File: src/rtl/vram_access_map.vh
`ifndef VRAM_ACCESS_MAP_VH
`define VRAM_ACCESS_MAP_VH
// ==========================================
// block geometry
`define COLS_PER_ROW 256
`define BLOCK_WORDS 8
`define BLOCK_LINES 32
`define BANK_COUNT 4
`define BYTE_BITS 2
`define WORD_STEP 23'h000004
// ==========================================
// logical pixel address word
`define LA_LHI_MSB 31
`define LA_LHI_LSB 30
`define LA_X_MSB 29
`define LA_X_LSB 16
`define LA_LLO_MSB 15
`define LA_LLO_LSB 14
`define LA_Y_MSB 13
`define LA_Y_LSB 0
// ==========================================
// command codes
`define OP_PUT 2'h0
`define OP_GET 2'h1
`define OP_PIXFIFO 2'h2
`define OP_PIXREG 2'h3
// ==========================================
// real-time priority threshold
`define RT_PRIO_MIN 2'h2
`endif

File: src/rtl/video_ram_physical_access.v
`timescale 1ns/1ps
`include "vram_access_map.vh"
module video_ram_physical_access #(
  parameter AW = 23,
  parameter DW = 32,
  parameter LVW = 9,
  parameter CNTW = 9,
  parameter BUF_DEPTH = 2
) (
  // clock and reset
  input wire clock,
  input wire rst_n,
  // configuration
  input wire mappingEnableFlag,
  input wire bankInterleave,
  input wire layerSourceSelect,
  input wire [3:0] layerNumberRegister,
  input wire [31:0] coordMinRegister,
  input wire [31:0] coordMaxRegister,
  input wire [1:0] directPriority,
  input wire [1:0] indirectPriority,
  input wire [LVW-1:0] inputFifoMaxThreshold,
  input wire [LVW-1:0] inputFifoMinThreshold,
  input wire [LVW-1:0] outputFifoMaxThreshold,
  input wire [LVW-1:0] outputFifoMinThreshold,
  // two host windows
  input wire [31:0] chipSelectRegionBase,
  input wire [31:0] windowHostOffset0,
  input wire [31:0] windowSize0,
  input wire [31:0] windowVramBase0,
  input wire [31:0] windowHostOffset1,
  input wire [31:0] windowSize1,
  input wire [31:0] windowVramBase1,
  // host direct mapped access
  input wire hostReq,
  input wire hostWrite,
  input wire [31:0] hostAddr,
  input wire [DW-1:0] hostWdata,
  output reg hostAck_r,
  output reg [DW-1:0] hostRdata_r,
  output reg hostRdataOe_n_r,
  output reg directAccessReady_r,
  // command port
  input wire cmdValid,
  input wire [1:0] cmdOp,
  input wire [CNTW-1:0] cmdCount,
  output reg cmdReady_r,
  // input fifo
  input wire inValid,
  input wire [31:0] inData,
  input wire [LVW-1:0] inLevel,
  output reg inReady_r,
  // output fifo
  output wire outValid,
  output wire [DW-1:0] outData,
  input wire outReady,
  input wire [LVW-1:0] outLevel,
  // layer description lookup
  output reg [3:0] pixLayer_r,
  input wire [2:0] layerShift,
  input wire [13:0] layerDomSizeX,
  input wire [AW-1:0] layerBase,
  // translated pixel address to drawing engine
  output reg pixValid_r,
  output reg [AW-1:0] pixAddr_r,
  input wire pixReady,
  // memory arbiter request
  output reg memReq_r,
  output reg memWrite_r,
  output reg [AW-1:0] memAddr_r,
  output reg [DW-1:0] memWdata_r,
  output reg [1:0] memPriority_r,
  output reg memRealTime_r,
  output reg memRowHit_r,
  input wire memGnt,
  input wire memRvalid,
  input wire [DW-1:0] memRdata
);
  // ==========================================
  // states
  localparam [3:0] S_IDLE = 4'h0;
  localparam [3:0] S_DIR = 4'h1;
  localparam [3:0] S_DRD = 4'h2;
  localparam [3:0] S_PADR = 4'h3;
  localparam [3:0] S_PUT = 4'h4;
  localparam [3:0] S_GET = 4'h5;
  localparam [3:0] S_PIXW = 4'h6;
  localparam [3:0] S_PIXL = 4'h7;
  localparam [3:0] S_PIXT = 4'h8;

  reg [3:0] state_r;
  reg [1:0] op_r;
  reg [CNTW-1:0] remain_r;
  reg [LVW-1:0] blockLeft_r;
  reg readOut_r;
  reg [13:0] pixX_r;
  reg [13:0] pixY_r;
  reg [AW-1:10] openRow_r;
  reg openValid_r;

  // ==========================================
  // output buffer: a stalled receiver backs up into the get burst
  wire bufInReady;
  wire bufPush;
  assign bufPush = memRvalid && (state_r == S_GET);

  vram_out_buffer #(
    .WIDTH(DW),
    .DEPTH(BUF_DEPTH),
    .PW(1)
  ) outBuf (
    .clock(clock),
    .rst_n(rst_n),
    .inValid(bufPush),
    .inData(memRdata),
    .inReady(bufInReady),
    .outValid(outValid),
    .outData(outData),
    .outReady(outReady)
  );

  // ==========================================
  // window decode
  wire [31:0] csOffset;
  wire [31:0] vAddr0;
  wire [31:0] vAddr1;
  wire hit0;
  wire hit1;
  wire winHit;
  wire [AW-1:0] winAddr;
  assign csOffset = hostAddr - chipSelectRegionBase;
  assign vAddr0 = csOffset - windowHostOffset0 + windowVramBase0;
  assign vAddr1 = csOffset - windowHostOffset1 + windowVramBase1;
  assign hit0 = (vAddr0 >= windowVramBase0) &&
    (vAddr0 < windowVramBase0 + windowSize0);
  assign hit1 = (vAddr1 >= windowVramBase1) &&
    (vAddr1 < windowVramBase1 + windowSize1);
  // window 0 wins where both overlap
  assign winHit = mappingEnableFlag && (hit0 || hit1);
  assign winAddr = hit0 ? vAddr0[AW-1:0] : vAddr1[AW-1:0];

  // ==========================================
  // pixel to physical translation
  reg [18:0] xShift;
  reg [18:0] xBits;
  reg [10:0] xRows;
  reg [20:0] rowAddr;
  reg [7:0] colAddr;
  reg [AW-1:0] physRel;
  always @* begin
    xShift = {5'h00, pixX_r} << layerShift;
    xBits = {5'h00, layerDomSizeX} << layerShift;
    colAddr = {pixY_r[4:0], xShift[7:5]};
    if (bankInterleave) begin
      xRows = {1'b0, xBits[18:9]} + {10'h000, |xBits[8:0]};
      rowAddr = {13'h0000, pixY_r[13:6]} * {10'h000, xRows} +
        {11'h000, xShift[18:9]};
      // row, then bank {y5, x8}, then column, then byte bits
      physRel = {rowAddr[10:0], pixY_r[5], xShift[8], colAddr,
        2'h0};
    end else begin
      xRows = xBits[18:8] + {10'h000, |xBits[7:0]};
      rowAddr = {12'h000, pixY_r[13:5]} * {10'h000, xRows} +
        {10'h000, xShift[18:8]};
      physRel = {rowAddr[12:0], colAddr, 2'h0};
    end
  end

  // ==========================================
  // next-request helpers
  wire [AW-1:10] reqRow;
  wire hostPending;
  wire preferHost;
  wire [LVW-1:0] remainLv;
  wire [LVW-1:0] inBlock;
  wire [LVW-1:0] outBlock;
  wire inStart;
  wire outStart;
  assign hostPending = hostReq && !hostAck_r;
  assign preferHost = directPriority >= indirectPriority;
  assign remainLv = remain_r[LVW-1:0];
  assign inBlock = (inputFifoMinThreshold == {LVW{1'b0}}) ?
    {{(LVW-1){1'b0}}, 1'b1} :
    (remainLv < inputFifoMinThreshold) ? remainLv :
    inputFifoMinThreshold;
  assign outBlock = (outputFifoMinThreshold == {LVW{1'b0}}) ?
    {{(LVW-1){1'b0}}, 1'b1} :
    (remainLv < outputFifoMinThreshold) ? remainLv :
    outputFifoMinThreshold;
  // put starts when fifo reached max or already holds the rest
  assign inStart = (inLevel >= inputFifoMaxThreshold) ||
    (inLevel >= remainLv);
  // a get block starts only while output fifo sits below max
  assign outStart = outLevel < outputFifoMaxThreshold;
  assign reqRow = memAddr_r[AW-1:10];

  // ==========================================
  // main sequencer
  always @(posedge clock) begin
    if (!rst_n) begin
      state_r <= S_IDLE;
      op_r <= `OP_PUT;
      remain_r <= {CNTW{1'b0}};
      blockLeft_r <= {LVW{1'b0}};
      readOut_r <= 1'b0;
      pixX_r <= 14'h0000;
      pixY_r <= 14'h0000;
      openRow_r <= {(AW-10){1'b0}};
      openValid_r <= 1'b0;
      hostAck_r <= 1'b0;
      hostRdata_r <= {DW{1'b0}};
      hostRdataOe_n_r <= 1'b1;
      directAccessReady_r <= 1'b1;
      cmdReady_r <= 1'b0;
      inReady_r <= 1'b0;
      pixLayer_r <= 4'h0;
      pixValid_r <= 1'b0;
      pixAddr_r <= {AW{1'b0}};
      memReq_r <= 1'b0;
      memWrite_r <= 1'b0;
      memAddr_r <= {AW{1'b0}};
      memWdata_r <= {DW{1'b0}};
      memPriority_r <= 2'h0;
      memRealTime_r <= 1'b0;
      memRowHit_r <= 1'b0;
    end else begin
      hostAck_r <= 1'b0;
      hostRdataOe_n_r <= 1'b1;
      cmdReady_r <= 1'b0;
      if (memReq_r && memGnt) begin
        memReq_r <= 1'b0;
        openRow_r <= reqRow;
        openValid_r <= 1'b1;
      end
      case (state_r)
        S_IDLE: begin
          directAccessReady_r <= 1'b1;
          if (hostPending && (preferHost || !cmdValid)) begin
            if (!winHit) begin
              // refused: write dropped, read answered undriven
              hostAck_r <= 1'b1;
            end else begin
              // one plain arbiter request, no posting
              memReq_r <= 1'b1;
              memWrite_r <= hostWrite;
              memAddr_r <= winAddr;
              memWdata_r <= hostWdata;
              memPriority_r <= directPriority;
              memRealTime_r <= directPriority >= `RT_PRIO_MIN;
              memRowHit_r <= openValid_r &&
                (winAddr[AW-1:10] == openRow_r);
              directAccessReady_r <= 1'b0;
              state_r <= S_DIR;
            end
          end else if (cmdValid) begin
            cmdReady_r <= 1'b1;
            op_r <= cmdOp;
            remain_r <= cmdCount;
            memPriority_r <= indirectPriority;
            memRealTime_r <= indirectPriority >= `RT_PRIO_MIN;
            if (cmdOp == `OP_PIXREG) begin
              // coordinates from registers, fifo untouched
              pixX_r <= coordMinRegister[`LA_X_MSB:`LA_X_LSB];
              pixY_r <= coordMinRegister[`LA_Y_MSB:`LA_Y_LSB];
              pixLayer_r <= layerNumberRegister;
              remain_r <= {{(CNTW-2){1'b0}}, 2'h2};
              state_r <= S_PIXL;
            end else if (cmdOp == `OP_PIXFIFO) begin
              state_r <= (cmdCount == {CNTW{1'b0}}) ? S_IDLE : S_PIXW;
            end else begin
              state_r <= S_PADR;
            end
          end
        end
        S_DIR: begin
          if (memReq_r && memGnt) begin
            if (memWrite_r) begin
              hostAck_r <= 1'b1;
              state_r <= S_IDLE;
            end else begin
              state_r <= S_DRD;
            end
          end
        end
        S_DRD: begin
          if (memRvalid) begin
            hostRdata_r <= memRdata;
            hostRdataOe_n_r <= 1'b0;
            hostAck_r <= 1'b1;
            state_r <= S_IDLE;
          end
        end
        S_PADR: begin
          // start address comes in through the input fifo
          if (inValid && inReady_r) begin
            inReady_r <= 1'b0;
            memAddr_r <= inData[AW-1:0];
            blockLeft_r <= {LVW{1'b0}};
            readOut_r <= 1'b0;
            if (remain_r == {CNTW{1'b0}}) begin
              state_r <= S_IDLE;
            end else begin
              state_r <= (op_r == `OP_GET) ? S_GET : S_PUT;
            end
          end else begin
            inReady_r <= 1'b1;
          end
        end
        S_PUT: begin
          if (memReq_r) begin
            if (memGnt) begin
              memAddr_r <= memAddr_r + `WORD_STEP;
              remain_r <= remain_r - 1'b1;
              blockLeft_r <= blockLeft_r - 1'b1;
              if (remain_r == 1) begin
                state_r <= S_IDLE;
              end
            end
          end else if (blockLeft_r == {LVW{1'b0}}) begin
            if (inStart) begin
              blockLeft_r <= inBlock;
            end
          end else if (inValid && inReady_r) begin
            inReady_r <= 1'b0;
            memReq_r <= 1'b1;
            memWrite_r <= 1'b1;
            memWdata_r <= inData[DW-1:0];
            memRowHit_r <= openValid_r && (reqRow == openRow_r);
          end else begin
            inReady_r <= 1'b1;
          end
        end
        S_GET: begin
          if (memRvalid) begin
            readOut_r <= 1'b0;
            if (remain_r == {CNTW{1'b0}}) begin
              state_r <= S_IDLE;
            end
          end
          if (memReq_r) begin
            if (memGnt) begin
              memAddr_r <= memAddr_r + `WORD_STEP;
              remain_r <= remain_r - 1'b1;
              blockLeft_r <= blockLeft_r - 1'b1;
            end
          end else if (remain_r != {CNTW{1'b0}} && !readOut_r &&
              !memRvalid) begin
            if (blockLeft_r == {LVW{1'b0}}) begin
              if (outStart) begin
                blockLeft_r <= outBlock;
              end
            end else if (bufInReady) begin
              // one read in flight, so the buffer always has room
              memReq_r <= 1'b1;
              memWrite_r <= 1'b0;
              readOut_r <= 1'b1;
              memRowHit_r <= openValid_r && (reqRow == openRow_r);
            end
          end
        end
        S_PIXW: begin
          if (inValid && inReady_r) begin
            inReady_r <= 1'b0;
            pixX_r <= inData[`LA_X_MSB:`LA_X_LSB];
            pixY_r <= inData[`LA_Y_MSB:`LA_Y_LSB];
            if (layerSourceSelect) begin
              pixLayer_r <= layerNumberRegister;
            end else begin
              pixLayer_r <= {inData[`LA_LHI_MSB:`LA_LHI_LSB],
                inData[`LA_LLO_MSB:`LA_LLO_LSB]};
            end
            state_r <= S_PIXL;
          end else begin
            inReady_r <= 1'b1;
          end
        end
        S_PIXL: begin
          // one cycle for the layer table to answer
          state_r <= S_PIXT;
        end
        S_PIXT: begin
          if (!pixValid_r) begin
            pixValid_r <= 1'b1;
            pixAddr_r <= layerBase + physRel;
          end else if (pixReady) begin
            pixValid_r <= 1'b0;
            remain_r <= remain_r - 1'b1;
            if (remain_r == 1) begin
              state_r <= S_IDLE;
            end else if (op_r == `OP_PIXREG) begin
              pixX_r <= coordMaxRegister[`LA_X_MSB:`LA_X_LSB];
              pixY_r <= coordMaxRegister[`LA_Y_MSB:`LA_Y_LSB];
              state_r <= S_PIXL;
            end else begin
              state_r <= S_PIXW;
            end
          end
        end
        default: begin
          state_r <= S_IDLE;
        end
      endcase
    end
  end
endmodule

File: src/rtl/vram_out_buffer.v
`timescale 1ns/1ps
module vram_out_buffer #(
  parameter WIDTH = 32,
  parameter DEPTH = 2,
  parameter PW = 1
) (
  // clock and reset
  input wire clock,
  input wire rst_n,
  // fill side
  input wire inValid,
  input wire [WIDTH-1:0] inData,
  output wire inReady,
  // drain side
  output wire outValid,
  output wire [WIDTH-1:0] outData,
  input wire outReady
);
  // ==========================================
  // storage
  reg [WIDTH-1:0] mem [0:DEPTH-1];
  reg [PW-1:0] wrPtr_r;
  reg [PW-1:0] rdPtr_r;
  reg [PW:0] count_r;
  wire push;
  wire pop;

  assign inReady = (count_r != DEPTH[PW:0]);
  assign outValid = (count_r != {(PW+1){1'b0}});
  assign outData = mem[rdPtr_r];
  assign push = inValid && inReady;
  assign pop = outValid && outReady;

  // pointers wrap at depth, so depth need not be a power of two
  always @(posedge clock) begin
    if (!rst_n) begin
      wrPtr_r <= {PW{1'b0}};
      rdPtr_r <= {PW{1'b0}};
      count_r <= {(PW+1){1'b0}};
    end else begin
      if (push) begin
        wrPtr_r <= (wrPtr_r == DEPTH[PW-1:0] - 1'b1) ? {PW{1'b0}} :
          wrPtr_r + 1'b1;
      end
      if (pop) begin
        rdPtr_r <= (rdPtr_r == DEPTH[PW-1:0] - 1'b1) ? {PW{1'b0}} :
          rdPtr_r + 1'b1;
      end
      if (push && !pop) begin
        count_r <= count_r + 1'b1;
      end else if (pop && !push) begin
        count_r <= count_r - 1'b1;
      end
    end
  end

  always @(posedge clock) begin
    if (push) begin
      mem[wrPtr_r] <= inData;
    end
  end
endmodule

File: config.mk
export PLATFORM = sky130hd
export DESIGN_NAME = video_ram_physical_access
export DESIGN_NICKNAME = d
export VERILOG_FILES = /design/src/rtl/video_ram_physical_access.v /design/src/rtl/vram_out_buffer.v
export VERILOG_INCLUDE_DIRS = /design/src /design/src/rtl
export SDC_FILE = /design/constraint.sdc
export NUM_CORES = 2
export LEC_CHECK = 0
export BUFFER_PORTS_ARGS = -buffer_cell sky130_fd_sc_hd__buf_2
export CORE_AREA = 3 3 270 272
export DETAILED_ROUTE_END_ITERATION = 6
export DIE_AREA = 0 0 273 275
export PLACE_DENSITY_LB_ADDON = 0.12
export SETUP_SLACK_MARGIN = 0.3
export SLEW_MARGIN = 20
export SYNTH_ARGS = -nofsm -noshare
export SYNTH_HDL_FRONTEND = slang
export SYNTH_HIERARCHICAL = 1
export SYNTH_SLANG_ARGS = --single-unit
File: constraint.sdc
create_clock -name clock -period 12.39 [get_ports clock]
set_clock_uncertainty 0.2 [all_clocks]
set_input_delay 1.239 -clock clock [delete_from_list [all_inputs] [get_ports clock]]
set_output_delay 1.239 -clock clock [all_outputs]
set_load 0.01 [all_outputs]
==> reports/qor.yml <==
synthToLayoutAreaGrowth_pct: 16.6
end_kind: "register"
reg2reg_slack_ns: 5.43
grt_pass1_vias: 29400
drv_cap: 0
hp-start: "pixAddr_r[12]"
min_period_ns: 10.94
antenna_found_initial: 26
ys_seq_elements: 262
synth_ff_type: "dfxtp_1"
syn_area_um2: 31700
hold_path_depth: 2
cts.sinks: 262
synth-simple-area-share_pct: 16.7
rsz0062_at_grt: "no"
cpMaxStageDelayCell: "a2111oi_0"
startpoint_type: "primary input"
gp_congestion: 0.930
syn_nets: 5003
synthArstFlopShare_pct: 0
hold_buffers: 0
ctsResizeCount: 0
finalHoldViolations: 0
synth_top_cell_by_area: "ha_1"
p_per_area_nw_per_um2: 250
fillers: 6987
netlist_instances: 3897
num_vias: 30400
r2r_cells: 26
cp_common_cell: "o21ai_0"
clockRootBuffer: "clkbuf_16"
path_clk_slew_ns: 0.06
first_pass_iters: 5
portBuffers: 692
cp.buffers_inverters: 3
pre_cts_slack_ns: 0.877
r2r_start: "pixY_r[7]"
crit_path_start: "chipSelectRegionBase[0]"
synth.distinct_cells: 90
slew_viol_final: 0
seq_area_um2: 5890
grt_first_pass_wirelength_mm: 172
vdd_drop_max_mv: 0.184
fmax_ghz: 0.0914
nets: 5607
slowest_delay_ns: 0.75
drive_gt1_share_pct: 19.0
yosysTopAreaCellShare_pct: 16.0
routedWlPerCell_um: 20.9
overflow: 0
holdPathEnd: "pixAddr_r[12]"
cp.arrival_ns: 11.20
synth_xor_area_share_pct: 7.57
hp-class: "register to register"
coreArea_um2: 71000
die_w_um: 273
grt_max_degree: 96
dp_hpwl_mm: 95.4
synth-edff-count: 64
path_max_fanout: 64
setup_slack_ns: 1.45
yosysWarnings: 6
total_leakage_power_nw: 18.0
finalCritPeriodShare_pct: 88.3
yosysSeqAreaShare_pct: 18.5
cp.required_ns: 12.65
tns_ns: 0
drtIter0Drc: 1893
finalWirelength_mm: 115
multi_input_area_um2: 23700
numCtsBuffers: 28
die_area_um2: 75100
setup_viol: 0
syn_area_per_cell_um2: 8.14
status: "finished clean"
worst_slew_pin_slew_ns: 1.04
remaining_drc_errors: 0
clk_latency_ns: 0.59
synthMuxAreaShare_pct: 4.16
clk_path_buf_depth: 3
track_usage_pct: 29.4
slew_headroom_pct: 30.7
fin_area_um2: 37000
ant_nets: 0
pin_count: 701
synth_fa_ha_area_share_pct: 26.0
rows: 98
cts_setup_buffers: 0
htreeDepth: 1
crit_type: "primary input to register"
synth_compound_area_share_pct: 20.1
start_util_pct: 44.7
die_h_um: 275
dpl_cell_area_um2: 36000
rr_endpoint: "pixAddr_r[22]"
cts_tree: "done"
synth_top_family_by_area: "adder cells"
synthTopCellsByArea: "ha_1, dfxtp_1, fa_1"
via_per_inst: 5.53
critPathTopFamily: "compound AO/OA/AOI/OAI gates"
## cells by family (layout without fill, tap and decap cells)
| kind of cell | Yosys count | after routing |
|---|---|---|
| AO/OA/AOI/OAI | 960 | 960 |
| XOR/XNOR | 261 | 261 |
| adder cells (fa/ha/maj) | 564 | 564 |
| buffers and inverters | 578 | 1202 |
| flip-flops | 262 | 262 |
| multiplexers | 117 | 117 |
| other | 0 | 19 |
| AND/OR/NAND/NOR | 1155 | 1155 |
## where the power goes
group	switching, mW	internal [mW]	total (mW)
Sequential	0.275	1.06	1.33
Clock	0.382	0.482	0.864
Combinational	4.14	2.91	7.05
## per-stage QoR
step | instances | util, % | hold WS, ns | power, mW
global placement | 5421 | 50.8 | 0.236 | 8.29
detailed placement | 5421 | 50.8 | 0.240 | 8.37
finish | 5490 | 52.1 | 0.246 | 9.25
floorplan | 3897 | - | 0.240 | 6.43
CTS | 5471 | 52.1 | 0.250 | 9.28
global route | 5482 | 52.1 | 0.264 | 10.3
## worst max path at each step
| stage | endpoint | cells after the start |
|---|---|---|
| floorplan | memWdata_r[10] | 45 |
| global placement | memWdata_r[12] | 43 |
| detailed placement | memWdata_r[27] | 43 |
| CTS | memWdata_r[27] | 43 |
| global route | memWdata_r[9] | 44 |
| finish | memWdata_r[8] | 43 |
## cell usage in the layout (no fill, tap or decap), types with 23 or more instances in the layout
cell / n
a211oi_1: 44
a21o_1: 137
a21oi_1: 282
a221oi_1: 23
a22oi_1: 39
a311oi_1: 70
and2_1: 76
buf_2: 692
clkbuf_16: 28
dfxtp_1: 198
edfxtp_1: 64
fa_1: 157
ha_1: 407
inv_1: 438
mux2_2: 53
mux2i_1: 55
nand2_1: 450
nand2b_1: 52
nand3_1: 53
nand4_1: 43
nor2_1: 288
nor2b_1: 40
nor3_1: 55
o21a_1: 26
o21ai_0: 142
o21bai_1: 34
xnor2_1: 151
xor2_1: 101
## metal layers
layer / GRT usage (%) / vias up / wire length, µm
met5: 0 / - / 128
met2: 51.9 / 911 / 56100
li1: - / 14800 / -
met1: 36.5 / 14500 / 47800
met3: 4.15 / 159 / 6650
met4: 10.9 / 20 / 4110
## layout make-up
type | count | area share, %
Inverter | 441 | 4.49
Antenna cell | 19 | 0.128
Clock inverter | 14 | 0.497
Clock buffer | 36 | 1.97
Multi-Input combinational cell | 3057 | 64.1
Tap cell | 950 | 3.21
Timing Repair Buffer | 711 | 9.74
Sequential cell | 262 | 15.9
## registers in the layout (all words and copies together), names as in the netlist, 9 cells and up, named ones only
register     count
blockLeft_r      9
hostRdata_r     32
memAddr_r       23
memWdata_r      32
openRow_r       13
outBuf/mem      64
pixAddr_r       23
pixX_r          14
pixY_r          14
remainLv         9
## cells in the mapped netlist, types with 22 or more instances
| cell type | instances |
|---|---|
| fa_1 | 157 |
| and3_1 | 23 |
| clkbuf_1 | 118 |
| a221oi_1 | 23 |
| nor2b_1 | 40 |
| ha_1 | 407 |
| nor2_1 | 292 |
| a22oi_1 | 39 |
| a21o_1 | 137 |
| xnor2_1 | 151 |
| and2_1 | 77 |
| nand2b_1 | 53 |
| inv_1 | 440 |
| o21bai_1 | 34 |
| nor3_1 | 55 |
| mux2i_1 | 55 |
| a211oi_1 | 45 |
| edfxtp_1 | 64 |
| xor2_1 | 101 |
| o21ai_0 | 142 |
| a21oi_1 | 282 |
| o211ai_1 | 22 |
| nand4_1 | 43 |
| dfxtp_1 | 198 |
| nand3_1 | 54 |
| o21a_1 | 27 |
| mux2_2 | 53 |
| a311oi_1 | 70 |
| nand2_1 | 451 |
## worst register-to-register path, delay by kind of cell, from the launching register on
kind	cells	cell delay [ns]
buffers and inverters	3	0.14
xor gates and xnor gates	1	0.20
and+or+nand+nor	6	0.89
adders and majority gates	7	3.11
DFF	1	0.93
AOI/OAI and AO/OA	9	1.34
Power figures use the tool's default switching activity.
